**config.mk**
```make
export PLATFORM = sky130hd
export DESIGN_NAME = topc_timer
export DESIGN_NICKNAME = d
export VERILOG_FILES = /design/src/topc_pkg.sv /design/src/topc_timer.sv
export SDC_FILE = /design/constraint.sdc
export NUM_CORES = 1
export LEC_CHECK = 0
export BUFFER_PORTS_ARGS = -buffer_cell sky130_fd_sc_hd__buf_2
export CAP_MARGIN = 20
export CELL_PAD_IN_SITES_DETAIL_PLACEMENT = 0
export CELL_PAD_IN_SITES_GLOBAL_PLACEMENT = 1
export CORE_AREA = 4 4 110 112
export DETAILED_ROUTE_END_ITERATION = 8
export DIE_AREA = 0 0 114 116
export HOLD_SLACK_MARGIN = 0.08
export MAX_ROUTING_LAYER = met4
export PLACE_DENSITY = 0.77
export SYNTH_ARGS = -nofsm -noshare
export SYNTH_HDL_FRONTEND = slang
export SYNTH_SLANG_ARGS = --single-unit
```
**constraint.sdc**
```tcl
create_clock -name clk_i -period 3.1 [get_ports clk_i]
set_clock_uncertainty 0.2 [all_clocks]
set_input_delay 0.62 -clock clk_i [delete_from_list [all_inputs] [get_ports clk_i]]
set_output_delay 0.62 -clock clk_i [all_outputs]
set_load 0.005 [all_outputs]
```
**src/topc_pkg.sv**
```systemverilog
package topc_pkg;

    // ------------------------------------------------------------
    // Register map
    // ------------------------------------------------------------
    localparam logic [3:0] TOPC_ADDR_STATUS_CONTROL = 4'h0;
    localparam logic [3:0] TOPC_ADDR_MODULO         = 4'h1;
    localparam logic [3:0] TOPC_ADDR_COUNT          = 4'h2;
    localparam logic [3:0] TOPC_ADDR_IRQ_STATUS     = 4'h3;
    localparam logic [3:0] TOPC_ADDR_IRQ_ENABLE     = 4'h4;
    localparam logic [3:0] TOPC_ADDR_IRQ_CLEAR      = 4'h5;

    // ------------------------------------------------------------
    // Status/control fields
    // ------------------------------------------------------------
    localparam int TOPC_BIT_OVF      = 7;
    localparam int TOPC_BIT_OVF_IE   = 6;
    localparam int TOPC_BIT_CENTER   = 5;
    localparam int TOPC_CLKSRC_HI    = 4;
    localparam int TOPC_CLKSRC_LO    = 3;
    localparam int TOPC_PRESCALE_HI  = 2;
    localparam int TOPC_PRESCALE_LO  = 0;
    localparam logic [7:0] TOPC_STATUS_CONTROL_RST = 8'h00;
    localparam logic [7:0] TOPC_CTRL_WR_MASK       = 8'h7f;

    // ------------------------------------------------------------
    // Clock sources
    // ------------------------------------------------------------
    localparam logic [1:0] TOPC_SRC_OFF   = 2'h0;
    localparam logic [1:0] TOPC_SRC_BUS   = 2'h1;
    localparam logic [1:0] TOPC_SRC_FIXED = 2'h2;
    localparam logic [1:0] TOPC_SRC_EXT   = 2'h3;

    // ------------------------------------------------------------
    // Interrupt status bits
    // ------------------------------------------------------------
    localparam int TOPC_IRQ_BIT_OVF   = 0;
    localparam int TOPC_IRQ_BIT_STICK = 1;
    localparam logic [1:0] TOPC_IRQ_RST = 2'h0;

    localparam logic [15:0] TOPC_MODULO_RST = 16'hffff;
    localparam logic [15:0] TOPC_COUNT_RST  = 16'h0000;

endpackage

```
**src/topc_timer.sv**
```systemverilog
// Functional notes
// - Up-count: flag sets when counter wraps to zero after hitting modulo.
// - Center mode: flag sets at modulo, as counter steps down.
// - Flag clears only after read-while-set then write of zero.
// - New overflow during clear sequence restarts it; flag stays set.
// - Writing one to the flag does nothing; reset clears it.
// - Interrupt request while flag and overflow interrupt enable both set.
// - Center select clear (reset): counter counts up only.
// - Center select set: counter counts up and down, all channels center PWM.
// - Bits 4:3 disable the timer or pick one of three sources.
// - External and fixed clocks synchronised to bus clock first.
// - Bits 2:0 pick one of eight prescale ratios.
// - Prescaler divides whichever source is selected after synchronisation.
// - All settings are shared by every channel.
//
// The address-and-strobe port and the placing of the registers were chosen for this implementation.
module topc_timer
    import topc_pkg::*;
#(
    parameter int CNT_W = 16
) (
    // Clock and reset
    input  wire logic             clk_i,
    input  wire logic             resetn_i,
    // Register port
    input  wire logic [3:0]       addr_i,
    input  wire logic [15:0]      wdata_i,
    input  wire logic             wr_i,
    input  wire logic             rd_i,
    output logic      [15:0]      rdata_o,
    // Clock inputs from pins
    input  wire logic             ext_clk_i,
    input  wire logic             fixed_system_clock_i,
    // Shared channel controls
    output logic                  center_aligned_pwm_o,
    output logic                  count_tick_o,
    output logic      [CNT_W-1:0] count_o,
    // Interrupt
    output logic                  irq_o
);
    import topc_pkg::*;

    // Only the 16-bit counter path is built
    if (CNT_W != 16) begin : g_cnt_w_check
        $error("topc_timer supports only CNT_W of 16");
    end

    // ------------------------------------------------------------
    // Control register
    // ------------------------------------------------------------
    logic [6:0]  ctrl_q;
    logic        ovf_q;
    logic        armed_q;
    logic [15:0] modulo_q;
    logic [15:0] count_q;
    logic        down_q;
    logic        tick_q;
    logic        ovf_ev;

    wire logic wr_sc = wr_i && (addr_i == TOPC_ADDR_STATUS_CONTROL);
    wire logic rd_sc = rd_i && (addr_i == TOPC_ADDR_STATUS_CONTROL);
    wire logic [1:0] clk_src = ctrl_q[TOPC_CLKSRC_HI:TOPC_CLKSRC_LO];
    wire logic [2:0] prescale = ctrl_q[TOPC_PRESCALE_HI:TOPC_PRESCALE_LO];
    wire logic center = ctrl_q[TOPC_BIT_CENTER];

    // Shared by every channel; one copy only
    always_ff @(posedge clk_i or negedge resetn_i) begin
        if (!resetn_i) begin
            ctrl_q <= TOPC_STATUS_CONTROL_RST[6:0];
        end else if (wr_sc) begin
            ctrl_q <= wdata_i[6:0] & TOPC_CTRL_WR_MASK[6:0];
        end
    end

    always_ff @(posedge clk_i or negedge resetn_i) begin
        if (!resetn_i) begin
            modulo_q <= TOPC_MODULO_RST;
        end else if (wr_i && addr_i == TOPC_ADDR_MODULO) begin
            modulo_q <= wdata_i;
        end
    end

    // ------------------------------------------------------------
    // Overflow flag and clear sequence
    // ------------------------------------------------------------
    // A new overflow wins over the clear and disarms the sequence
    always_ff @(posedge clk_i or negedge resetn_i) begin
        if (!resetn_i) begin
            ovf_q   <= 1'b0;
            armed_q <= 1'b0;
        end else if (ovf_ev) begin
            ovf_q   <= 1'b1;
            armed_q <= 1'b0;
        end else if (wr_sc && armed_q && !wdata_i[TOPC_BIT_OVF]) begin
            ovf_q   <= 1'b0;
            armed_q <= 1'b0;
        end else if (rd_sc && ovf_q) begin
            armed_q <= 1'b1;
        end
    end

    // ------------------------------------------------------------
    // Source synchronisers and edge detect
    // ------------------------------------------------------------
    logic [2:0] ext_sync_q;
    logic [2:0] fix_sync_q;

    // Second and third stages feed edge detect so the first stage stays private
    always_ff @(posedge clk_i or negedge resetn_i) begin
        if (!resetn_i) begin
            ext_sync_q <= 3'h0;
            fix_sync_q <= 3'h0;
        end else begin
            ext_sync_q <= {ext_sync_q[1:0], ext_clk_i};
            fix_sync_q <= {fix_sync_q[1:0], fixed_system_clock_i};
        end
    end

    logic src_edge;
    always_comb begin
        case (clk_src)
            TOPC_SRC_OFF:   src_edge = 1'b0;
            TOPC_SRC_BUS:   src_edge = 1'b1;
            TOPC_SRC_FIXED: src_edge = fix_sync_q[1] & ~fix_sync_q[2];
            TOPC_SRC_EXT:   src_edge = ext_sync_q[1] & ~ext_sync_q[2];
            default:        src_edge = 1'b0;
        endcase
    end

    // ------------------------------------------------------------
    // Prescaler after selection
    // ------------------------------------------------------------
    logic [6:0] pre_q;
    wire logic [6:0] pre_mask = 7'((8'h01 << prescale) - 8'h01);
    wire logic tick_d = src_edge && ((pre_q & pre_mask) == pre_mask);

    always_ff @(posedge clk_i or negedge resetn_i) begin
        if (!resetn_i) begin
            pre_q <= 7'h00;
        end else if (src_edge) begin
            pre_q <= pre_q + 7'h01;
        end
    end

    // ------------------------------------------------------------
    // Counter
    // ------------------------------------------------------------
    always_comb begin
        ovf_ev = 1'b0;
        if (tick_d) begin
            if (!center) begin
                ovf_ev = (count_q == modulo_q);
            end else begin
                ovf_ev = !down_q && (count_q >= modulo_q) && (modulo_q != 16'h0000);
            end
        end
    end

    // Counter holds when no tick arrives and the count is not written, including source off
    always_ff @(posedge clk_i or negedge resetn_i) begin
        if (!resetn_i) begin
            count_q <= TOPC_COUNT_RST;
            down_q  <= 1'b0;
        end else if (wr_i && addr_i == TOPC_ADDR_COUNT) begin
            count_q <= TOPC_COUNT_RST;
            down_q  <= 1'b0;
        end else if (tick_d) begin
            if (!center) begin
                down_q  <= 1'b0;
                count_q <= (count_q == modulo_q) ? 16'h0000 : count_q + 16'h0001;
            end else if (!down_q) begin
                if (count_q >= modulo_q && modulo_q != 16'h0000) begin
                    down_q  <= 1'b1;
                    count_q <= count_q - 16'h0001;
                end else begin
                    count_q <= count_q + 16'h0001;
                end
            end else begin
                if (count_q <= 16'h0001) begin
                    down_q <= 1'b0;
                end
                count_q <= (count_q == 16'h0000) ? 16'h0000 : count_q - 16'h0001;
            end
        end
    end

    always_ff @(posedge clk_i or negedge resetn_i) begin
        if (!resetn_i) begin
            tick_q <= 1'b0;
        end else begin
            tick_q <= tick_d;
        end
    end

    // ------------------------------------------------------------
    // Interrupt status, enable, clear
    // ------------------------------------------------------------
    logic [1:0] irq_st_q;
    logic [1:0] irq_en_q;
    wire logic clr_wr = wr_i && addr_i == TOPC_ADDR_IRQ_CLEAR;

    // Set wins over clear so no event is lost
    always_ff @(posedge clk_i or negedge resetn_i) begin
        if (!resetn_i) begin
            irq_st_q <= TOPC_IRQ_RST;
        end else begin
            irq_st_q[TOPC_IRQ_BIT_OVF] <= ovf_q || (irq_st_q[TOPC_IRQ_BIT_OVF] &&
                !(clr_wr && wdata_i[TOPC_IRQ_BIT_OVF]));
            irq_st_q[TOPC_IRQ_BIT_STICK] <= ovf_ev || (irq_st_q[TOPC_IRQ_BIT_STICK] &&
                !(clr_wr && wdata_i[TOPC_IRQ_BIT_STICK]));
        end
    end

    always_ff @(posedge clk_i or negedge resetn_i) begin
        if (!resetn_i) begin
            irq_en_q <= TOPC_IRQ_RST;
        end else if (wr_i && addr_i == TOPC_ADDR_IRQ_ENABLE) begin
            irq_en_q <= wdata_i[1:0];
        end
    end

    // Ovf source follows the flag itself, gated by its own enable bit
    wire logic irq_d = (ovf_q && ctrl_q[TOPC_BIT_OVF_IE]) ||
                       (irq_st_q[TOPC_IRQ_BIT_STICK] && irq_en_q[TOPC_IRQ_BIT_STICK]);

    always_ff @(posedge clk_i or negedge resetn_i) begin
        if (!resetn_i) begin
            irq_o <= 1'b0;
        end else begin
            irq_o <= irq_d;
        end
    end

    // ------------------------------------------------------------
    // Read data and outputs
    // ------------------------------------------------------------
    always_ff @(posedge clk_i or negedge resetn_i) begin
        if (!resetn_i) begin
            rdata_o <= 16'h0000;
        end else if (rd_i) begin
            case (addr_i)
                TOPC_ADDR_STATUS_CONTROL: rdata_o <= {8'h00, ovf_q, ctrl_q};
                TOPC_ADDR_MODULO:         rdata_o <= modulo_q;
                TOPC_ADDR_COUNT:          rdata_o <= count_q;
                TOPC_ADDR_IRQ_STATUS:     rdata_o <= {14'h0000, irq_st_q};
                TOPC_ADDR_IRQ_ENABLE:     rdata_o <= {14'h0000, irq_en_q};
                default:                  rdata_o <= 16'h0000;
            endcase
        end else begin
            rdata_o <= 16'h0000;
        end
    end

    always_ff @(posedge clk_i or negedge resetn_i) begin
        if (!resetn_i) begin
            center_aligned_pwm_o <= 1'b0;
        end else begin
            center_aligned_pwm_o <= center;
        end
    end

    assign count_o      = count_q;
    assign count_tick_o = tick_q;

    // ------------------------------------------------------------
    // Checks
    // ------------------------------------------------------------
    wire logic cnt_wr = wr_i && (addr_i == TOPC_ADDR_COUNT);

    AST_IRQ_FOLLOWS_FLAG: assert property (@(posedge clk_i) disable iff (!resetn_i)
        (ovf_q && ctrl_q[TOPC_BIT_OVF_IE]) |=> irq_o)
        else $error("irq missing while flag and enable set");
    AST_ONE_WRITE_KEEPS: assert property (@(posedge clk_i) disable iff (!resetn_i)
        (ovf_q && wr_sc && wdata_i[TOPC_BIT_OVF]) |=> ovf_q)
        else $error("writing one cleared the flag");
    AST_CLEAR_NEEDS_READ: assert property (@(posedge clk_i) disable iff (!resetn_i)
        (ovf_q && !armed_q && !ovf_ev) |=> ovf_q)
        else $error("flag cleared without prior read");
    AST_OVF_SETS: assert property (@(posedge clk_i) disable iff (!resetn_i)
        ovf_ev |=> ovf_q)
        else $error("overflow did not set flag");
    AST_RESTART: assert property (@(posedge clk_i) disable iff (!resetn_i)
        ovf_ev |=> !armed_q)
        else $error("sequence not restarted");
    AST_SRC_OFF_HOLD: assert property (@(posedge clk_i) disable iff (!resetn_i)
        (clk_src == TOPC_SRC_OFF && !(wr_i && addr_i == TOPC_ADDR_COUNT))
        |=> $stable(count_q))
        else $error("counter moved with source off");
    AST_UP_WRAP: assert property (@(posedge clk_i) disable iff (!resetn_i)
        (tick_d && !center && count_q == modulo_q && !wr_i) |=> count_q == 16'h0000)
        else $error("up counter did not wrap");
    AST_CENTER_TURN: assert property (@(posedge clk_i) disable iff (!resetn_i)
        (ovf_ev && center && !cnt_wr) |=> down_q)
        else $error("center overflow without turn down");
    AST_DIV1: assert property (@(posedge clk_i) disable iff (!resetn_i)
        (clk_src == TOPC_SRC_BUS && prescale == 3'h0) |-> tick_d)
        else $error("divide by one missed a tick");
    AST_CLEAR_DONE: assert property (@(posedge clk_i) disable iff (!resetn_i)
        (wr_sc && armed_q && !wdata_i[TOPC_BIT_OVF] && !ovf_ev) |=> !ovf_q)
        else $error("clear sequence left the flag set");
    AST_ARM_ON_READ: assert property (@(posedge clk_i) disable iff (!resetn_i)
        (rd_sc && !wr_i && ovf_q && !ovf_ev) |=> armed_q)
        else $error("read with flag set did not arm the clear");
    AST_NO_SPURIOUS_SET: assert property (@(posedge clk_i) disable iff (!resetn_i)
        (!ovf_q && !ovf_ev) |=> !ovf_q)
        else $error("flag set without an overflow");
    AST_UP_STEP: assert property (@(posedge clk_i) disable iff (!resetn_i)
        (tick_d && !center && count_q != modulo_q && !cnt_wr)
        |=> (count_q == $past(count_q) + 16'h0001))
        else $error("up counter did not step by one");
    AST_UP_DIRECTION: assert property (@(posedge clk_i) disable iff (!resetn_i)
        (tick_d && !center) |=> !down_q)
        else $error("up mode counted down");
    AST_CENTER_UP_STEP: assert property (@(posedge clk_i) disable iff (!resetn_i)
        (tick_d && center && !down_q && count_q < modulo_q && !cnt_wr)
        |=> (count_q == $past(count_q) + 16'h0001))
        else $error("center mode did not step up");
    AST_CENTER_DOWN_STEP: assert property (@(posedge clk_i) disable iff (!resetn_i)
        (tick_d && center && down_q && count_q != 16'h0000 && !cnt_wr)
        |=> (count_q == $past(count_q) - 16'h0001))
        else $error("center mode did not step down");
    AST_CENTER_BOTTOM: assert property (@(posedge clk_i) disable iff (!resetn_i)
        (tick_d && center && down_q && count_q <= 16'h0001 && !cnt_wr) |=> !down_q)
        else $error("center mode did not turn up at bottom");
    AST_NO_TICK_HOLD: assert property (@(posedge clk_i) disable iff (!resetn_i)
        (!tick_d && !cnt_wr) |=> $stable(count_q))
        else $error("counter moved without a tick");
    AST_SRC_OFF_NO_TICK: assert property (@(posedge clk_i) disable iff (!resetn_i)
        (clk_src == TOPC_SRC_OFF) |-> !tick_d)
        else $error("tick with source off");
    AST_DIV2_SPACING: assert property (@(posedge clk_i) disable iff (!resetn_i)
        (tick_d && clk_src == TOPC_SRC_BUS && prescale == 3'h1 && !wr_sc) |=> !tick_d)
        else $error("divide by two ticked twice in a row");
    AST_EXT_ONE_TICK: assert property (@(posedge clk_i) disable iff (!resetn_i)
        (tick_d && clk_src == TOPC_SRC_EXT && !wr_sc) |=> !tick_d)
        else $error("external edge gave two ticks");
    AST_FIX_ONE_TICK: assert property (@(posedge clk_i) disable iff (!resetn_i)
        (tick_d && clk_src == TOPC_SRC_FIXED && !wr_sc) |=> !tick_d)
        else $error("fixed clock edge gave two ticks");
    AST_IRQ_QUIET: assert property (@(posedge clk_i) disable iff (!resetn_i)
        (!(ovf_q && ctrl_q[TOPC_BIT_OVF_IE]) &&
         !(irq_st_q[TOPC_IRQ_BIT_STICK] && irq_en_q[TOPC_IRQ_BIT_STICK])) |=> !irq_o)
        else $error("irq without an enabled source");
    AST_CENTER_ALIGNED_PWM_FOLLOWS: assert property (@(posedge clk_i) disable iff (!resetn_i)
        1'b1 |=> (center_aligned_pwm_o == $past(center)))
        else $error("center output does not follow select");

endmodule

```
== Word-level counts from Yosys, hierarchy flattened ==
Cells that the tools add are included.

* Add/sub/neg operators: 4
* $lt $le $gt $ge: 2
* Eq/ne operators: 10
* Shift operators: 1
* Multiplexer cells: 23
* Bitwise operators: 5
* Reduce and logical (&&, ||, !) cells: 33

{| class="wikitable"
|+ Operators by type and width
! cell !! count
|-
| $mux 16 || 8
|-
| $pmux 16 s5 || 1
|-
| $logic_and 1x1->1 || 19
|-
| $add 16x1->16 const B || 1
|-
| $eq 16x16->1 || 1
|-
| $ge 16x16->1 || 1
|-
| $le 16x1->1 const B || 1
|-
| $logic_not 16->1 || 1
|-
| $reduce_bool 16->1 || 1
|-
| $sub 16x1->16 const B || 1
|-
| $mux 1 || 13
|-
| $eq 4x2->1 const B || 2
|-
| $eq 4x3->1 const B || 2
|-
| $add 7x1->7 const B || 1
|-
| $and 7x7->7 || 1
|-
| $eq 7x7->1 || 1
|-
| $shl 1x3->7 const A || 1
|-
| $sub 7x1->7 const B || 1
|-
| $eq 2x2->1 const B || 2
|-
| $eq 4x1->1 const B || 1
|-
| $logic_not 1->1 || 4
|-
| $logic_not 4->1 || 1
|-
| $pmux 1 s4 || 1
|-
| $reduce_bool 2->1 || 2
|-
| other kinds (6) || 10
|}

* Register bits: 78
* Input bits: 26
* Output and inout port bits: 35
* Logic and storage cells: 93

== Depth between registers and ports, before layout ==
* Word-level depth: 7
* Mapped depth: 13
* Depth with buffers taken out: 11

== Worst setup path after synthesis ==
OpenSTA, ideal clock, no wires.

* Kind: reg-to-reg
* From: register modulo_q[1]
* To: register count_q[11], in the netlist count_o[11]
* Setup time: 0.129 ns
* Arrival time: 2.624 ns
* Data required time: 2.771 ns
* Slack: 0.147 ns
* Stages on the path, launching flop included: 11
* Buffers on the path: 1
* Clock period less this slack: 2.953 ns
* Cells stage by stage: dfstp_2 > inv_1 > ha_1 > nor2b_1 > o211ai_1 > a2111o_1 > a41oi_1 > buf_2 > mux2_2 > a21oi_1 > a21oi_1

* Word-level cells in the longest chain between the ends: 7
* Elaborated cells between the ends (all ways): 10
* Those cells by class: order compare (1); eq/ne (1); mux (6); reduce/logical (2)

{| class="wikitable"
|+ RTL lines
! what !! RTL line !! text
|-
| start, declared || topc_timer.sv:54 || <nowiki>logic [15:0] modulo_q;</nowiki>
|-
| start signal, assigned || topc_timer.sv:79 || <nowiki>modulo_q <= wdata_i;</nowiki>
|-
| $ge 16x16->1 / $reduce_bool 16->1 (equally long branches) || topc_timer.sv:172 || <nowiki>if (count_q >= modulo_q && modulo_q != 16'h0000) begin</nowiki>
|-
| $logic_and 1x1->1 || topc_timer.sv:172 ||
|-
| $mux 16 || topc_timer.sv:172 ||
|-
| $mux 16 || topc_timer.sv:171 || <nowiki>end else if (!down_q) begin</nowiki>
|-
| $mux 16 (*) || topc_timer.sv:168 || <nowiki>if (!center) begin</nowiki>
|-
| $mux 16 (*) || topc_timer.sv:167 || <nowiki>end else if (tick_d) begin</nowiki>
|-
| $mux 16 (*) || topc_timer.sv:164 || <nowiki>end else if (wr_i && addr_i == TOPC_ADDR_COUNT) begin</nowiki>
|-
| end signal, assigned || topc_timer.sv:170 || <nowiki>count_q <= (count_q == modulo_q) ? 16'h0000 : count_q + 16'h0001;</nowiki>
|-
| end signal, assigned || topc_timer.sv:174 || <nowiki>count_q <= count_q - 16'h0001;</nowiki>
|-
| end signal, assigned || topc_timer.sv:176 || <nowiki>count_q <= count_q + 16'h0001;</nowiki>
|-
| end, declared || topc_timer.sv:55 || <nowiki>logic [15:0] count_q;</nowiki>
|}

Mark *: on every way between the ends. The rest lies on a longest branch, timed or not. The select of a mux whose other input is x is not followed.
A chain may end at the register's enable or synchronous reset.

== Final worst setup path ==
* From: register ctrl_q[2]
* To: register count_q[15], in the netlist count_o[15]

* Word-level cells in the longest chain between the ends: 6

{| class="wikitable"
|+ RTL lines
! what !! RTL line !! text
|-
| start, declared || topc_timer.sv:51 || <nowiki>logic [6:0] ctrl_q;</nowiki>
|-
| start signal, assigned || topc_timer.sv:69 || <nowiki>ctrl_q <= TOPC_STATUS_CONTROL_RST[6:0];</nowiki>
|-
| start signal, assigned || topc_timer.sv:71 || <nowiki>ctrl_q <= wdata_i[6:0] & TOPC_CTRL_WR_MASK[6:0];</nowiki>
|-
| $shl 1x3->7 (*) || topc_timer.sv:134 || <nowiki>wire logic [6:0] pre_mask = 7'((8'h01 << prescale) - 8'h01);</nowiki>
|-
| $sub 7x1->7 (*) || topc_timer.sv:134 ||
|-
| $and 7x7->7 || topc_timer.sv:135 || <nowiki>wire logic tick_d = src_edge && ((pre_q & pre_mask) == pre_mask);</nowiki>
|-
| $eq 7x7->1 (*) || topc_timer.sv:135 ||
|-
| $logic_and 1x1->1 (*) || topc_timer.sv:135 ||
|-
| $reduce_bool 2->1 (no line) (*) || - ||
|}

Mark *: on every way between the ends. The rest lies on a longest branch, timed or not.

==> results.json <==
{
  "synth_edf_count": 0,
  "ys_types": 65,
  "synth_cells": 447,
  "hold_viol": 0,
  "critical-path-top-delay-family": "compound AO/OA/AOI/OAI gates",
  "reg2reg_setup_slack_ns": 0.16,
  "drive_gt1_share_pct": 30.6,
  "syn_avg_cell_area_um2": 10.1,
  "cp_num_buf_inv": 2,
  "min_path_type": "reg2reg",
  "peakVddDrop_mv": 0.332,
  "drv_cap": 0,
  "antenna_left": 0,
  "grt_max_degree": 79,
  "critPathMaxStageDelay_ns": 0.39,
  "areaGrowthSynthToFinish_pct": 21.6,
  "p_leak_nw": 2.65,
  "netlist_area_um2": 4510,
  "first_pass_iters": 5,
  "grtUsageTotal_pct": 19.3,
  "ios": 61,
  "layout_common_cells": "62 x dfrtp_1, 59 x buf_2, 40 x nor2_1, 30 x inv_1, 28 x mux2_2",
  "power.total_mw": 4.01,
  "yosys_register_bits": 78,
  "p_per_area_nw_per_um2": 731,
  "antenna_found_initial": 0,
  "dieWidth_um": 114,
  "fmax_mhz": 340,
  "die_h_um": 116,
  "place_hpwl_um": 8920,
  "htreeDepth": 3,
  "start_kind": "flip-flop",
  "drc": 0,
  "cp_slowest_cell": "or3_4",
  "rsz0062_at_grt": "no",
  "tightest_slew_ns": 0.447,
  "post_drt_wl_per_cell_um": 17.7,
  "root_buffer": "clkbuf_16",
  "ys_seq_area_share_pct": 43.7,
  "rows": 39,
  "place.gp.congestion": 0.842,
  "required_ns": 3.15,
  "drt-initial-drc-count": 256,
  "cts.clk_slew.worst_paths_ns": 0.06,
  "routed-via-count": 3771,
  "grt_pass1_wl_um": 19600,
  "fillers": 1051,
  "fin_nets": 577,
  "clock-sinks": 78,
  "overflow": 0,
  "crit_path_max_fanout": 12,
  "async_reset_ff_share_pct": 100,
  "crit_type": "reg2reg",
  "status": "complete, no violations",
  "grt_pass1_vias": 3804,
  "synth_nets": 495,
  "tns_ns": 0,
  "ys.flop_type": "dfrtp_1",
  "insertion_delay_ns": 0.33,
  "fin_crit_ns": 2.94,
  "path_cells": "or3_4 > ha_1 > inv_1 > xnor2_1 > a221o_1 > a211o_2 > nor3_4 > buf_12 > a41o_1 > a2bb2oi_1",
  "coreArea_um2": 11200,
  "crit_path_end_kind": "flip-flop",
  "worstPathArrival_ns": 2.99,
  "slew_viol_final": 0,
  "max-slew-margin-rel_pct": 70.2,
  "tritoncts": "yes",
  "setup_violations": 0,
  "period_share_pct": 94.9,
  "viasPerCell": 5.58,
  "multiInputGateArea_um2": 2320,
  "initial_core_util_pct": 40.2,
  "ys_warn_count": 0,
  "dieArea_um2": 13200,
  "regArea_um2": 1970,
  "mostFrequentLayoutCell": "dfrtp_1",
  "n_antenna_cell": 0,
  "numCtsBuffers": 9,
  "io_buffer_count": 60,
  "clk_path_buf_depth": 2,
  "drt_wl_total_um": 11900
}
## per-stage QoR
| stage | instances | hold slack, ns | worst slack, ns | area (µm²) | util (%) |
|---|---|---|---|---|---|
| floorplan | 447 | 0.124 | 0.147 | 4510 | - |
| global placement | 658 | 0.132 | 0.143 | 5100 | 45.5 |
| detailed placement | 658 | 0.135 | 0.0505 | 5100 | 45.5 |
| CTS | 673 | 0.147 | 0.0390 | 5410 | 48.2 |
| global route | 676 | 0.165 | 0.0210 | 5490 | 48.9 |
| finish | 676 | 0.146 | 0.159 | 5490 | 48.9 |
## kinds of logic (layout without fill, tap and decap cells)
| family | after synthesis | count (layout) | synth area share [%] |
|---|---|---|---|
| AOI/OAI and AO/OA | 91 | 91 | 14.9 |
| xor gates and xnor gates | 10 | 10 | 1.94 |
| adders and majority gates | 22 | 22 | 6.10 |
| buffers and inverters | 52 | 138 | 5.27 |
| DFF | 78 | 78 | 43.7 |
| muxes | 43 | 43 | 10.3 |
| and+or+nand+nor | 151 | 151 | 17.8 |
## flip-flops by register name (all words and copies together) (netlist names)
register and count:
down_q 1, irq_st_q 2, modulo_q 16, pre_q 7, center_aligned_pwm_o 1, armed_q 1
count_o 16, ext_sync_q 3, ovf_q 1, ctrl_q 7, count_tick_o 1, fix_sync_q 3
irq_o 1, rdata_o 16, irq_en_q 2
## power breakdown
part / internal (mW) / switching [mW] / leakage (nW) / total (mW)
clock network: 0.686 / 0.397 / 0.149 / 1.08
registers: 1.24 / 0.198 / 0.975 / 1.44
logic: 0.669 / 0.815 / 1.52 / 1.48
## per-layer routing
metal	up-vias	global-route usage, %	share of wire (%)
met5	-	-	0
met4	0	6.49	1.6
met3	16	2.77	4.6
met2	100	30.9	48
met1	1854	25.3	46
li1	1801	-	-
## worst paths after layout
check | start | end | cells after the start
min in group asynchronous | resetn_i | count_o[13] | 2
worst min-delay path | ext_sync_q[0] | ext_sync_q[1] | 0
worst max-delay path | ctrl_q[2] | count_o[15] | 10
worst min register to register | ext_sync_q[0] | ext_sync_q[1] | 0
max in group asynchronous | resetn_i | modulo_q[1] | 3
worst max register to register | ctrl_q[2] | count_o[15] | 10
## synthesized netlist by cell type, types with 2 or more instances
cell type	number	share of area (%)
dfrtp_1	62	34
nor4_1	7	0.97
nor3b_1	3	0.50
mux2i_1	15	3.3
ha_1	22	6.1
mux2_2	28	7.0
buf_2	4	0.44
nand2b_1	2	0.28
and2_1	6	0.83
a222oi_1	2	0.44
nand3_1	18	2.0
a41oi_1	2	0.39
inv_1	30	2.5
o22ai_1	2	0.28
nor2b_1	8	1.1
nand4_1	12	1.7
a221oi_1	9	1.7
buf_6	5	1.2
or3_1	5	0.69
dfstp_2	16	9.3
nor2_1	40	3.3
a221o_1	2	0.44
o21ai_0	10	1.1
and3_1	6	0.83
clkbuf_1	11	0.91
a41o_1	2	0.44
a22o_1	4	0.78
a22oi_1	11	1.8
o31ai_1	2	0.33
a211oi_1	2	0.33
a21oi_1	18	2.0
a21o_1	7	1.2
xnor2_1	6	1.2
xor2_1	4	0.78
or2_2	3	0.42
nand2_1	23	1.9
nor3_1	7	0.78
a31oi_1	4	0.55
## worst register-to-register path: cells and delay by family (launching register included)
kind	cells	cell delay (ns)
AOI/OAI and AO/OA	4	1.01
xor gates and xnor gates	1	0.07
adders and majority gates	1	0.27
buffers and inverters	2	0.27
DFF	1	0.38
and+or+nand+nor	2	0.64
## repair_timing
action | CTS | global route
hold buffers | 0 | 1
setup buffers | 0 | 1
endpoints found under the setup margin | 0 | 12
endpoints found under the hold margin | 0 | 5
resized for setup | 0 | 7
## layout make-up
type	count	share of cell area [%]
Clock buffer	14	4.99
Clock inverter	1	0.547
Inverter	31	2.12
Multi-Input combinational cell	317	42.2
Sequential cell	78	35.9
Tap cell	143	3.26
Timing Repair Buffer	92	10.9
(Power assumes the default switching activity.)
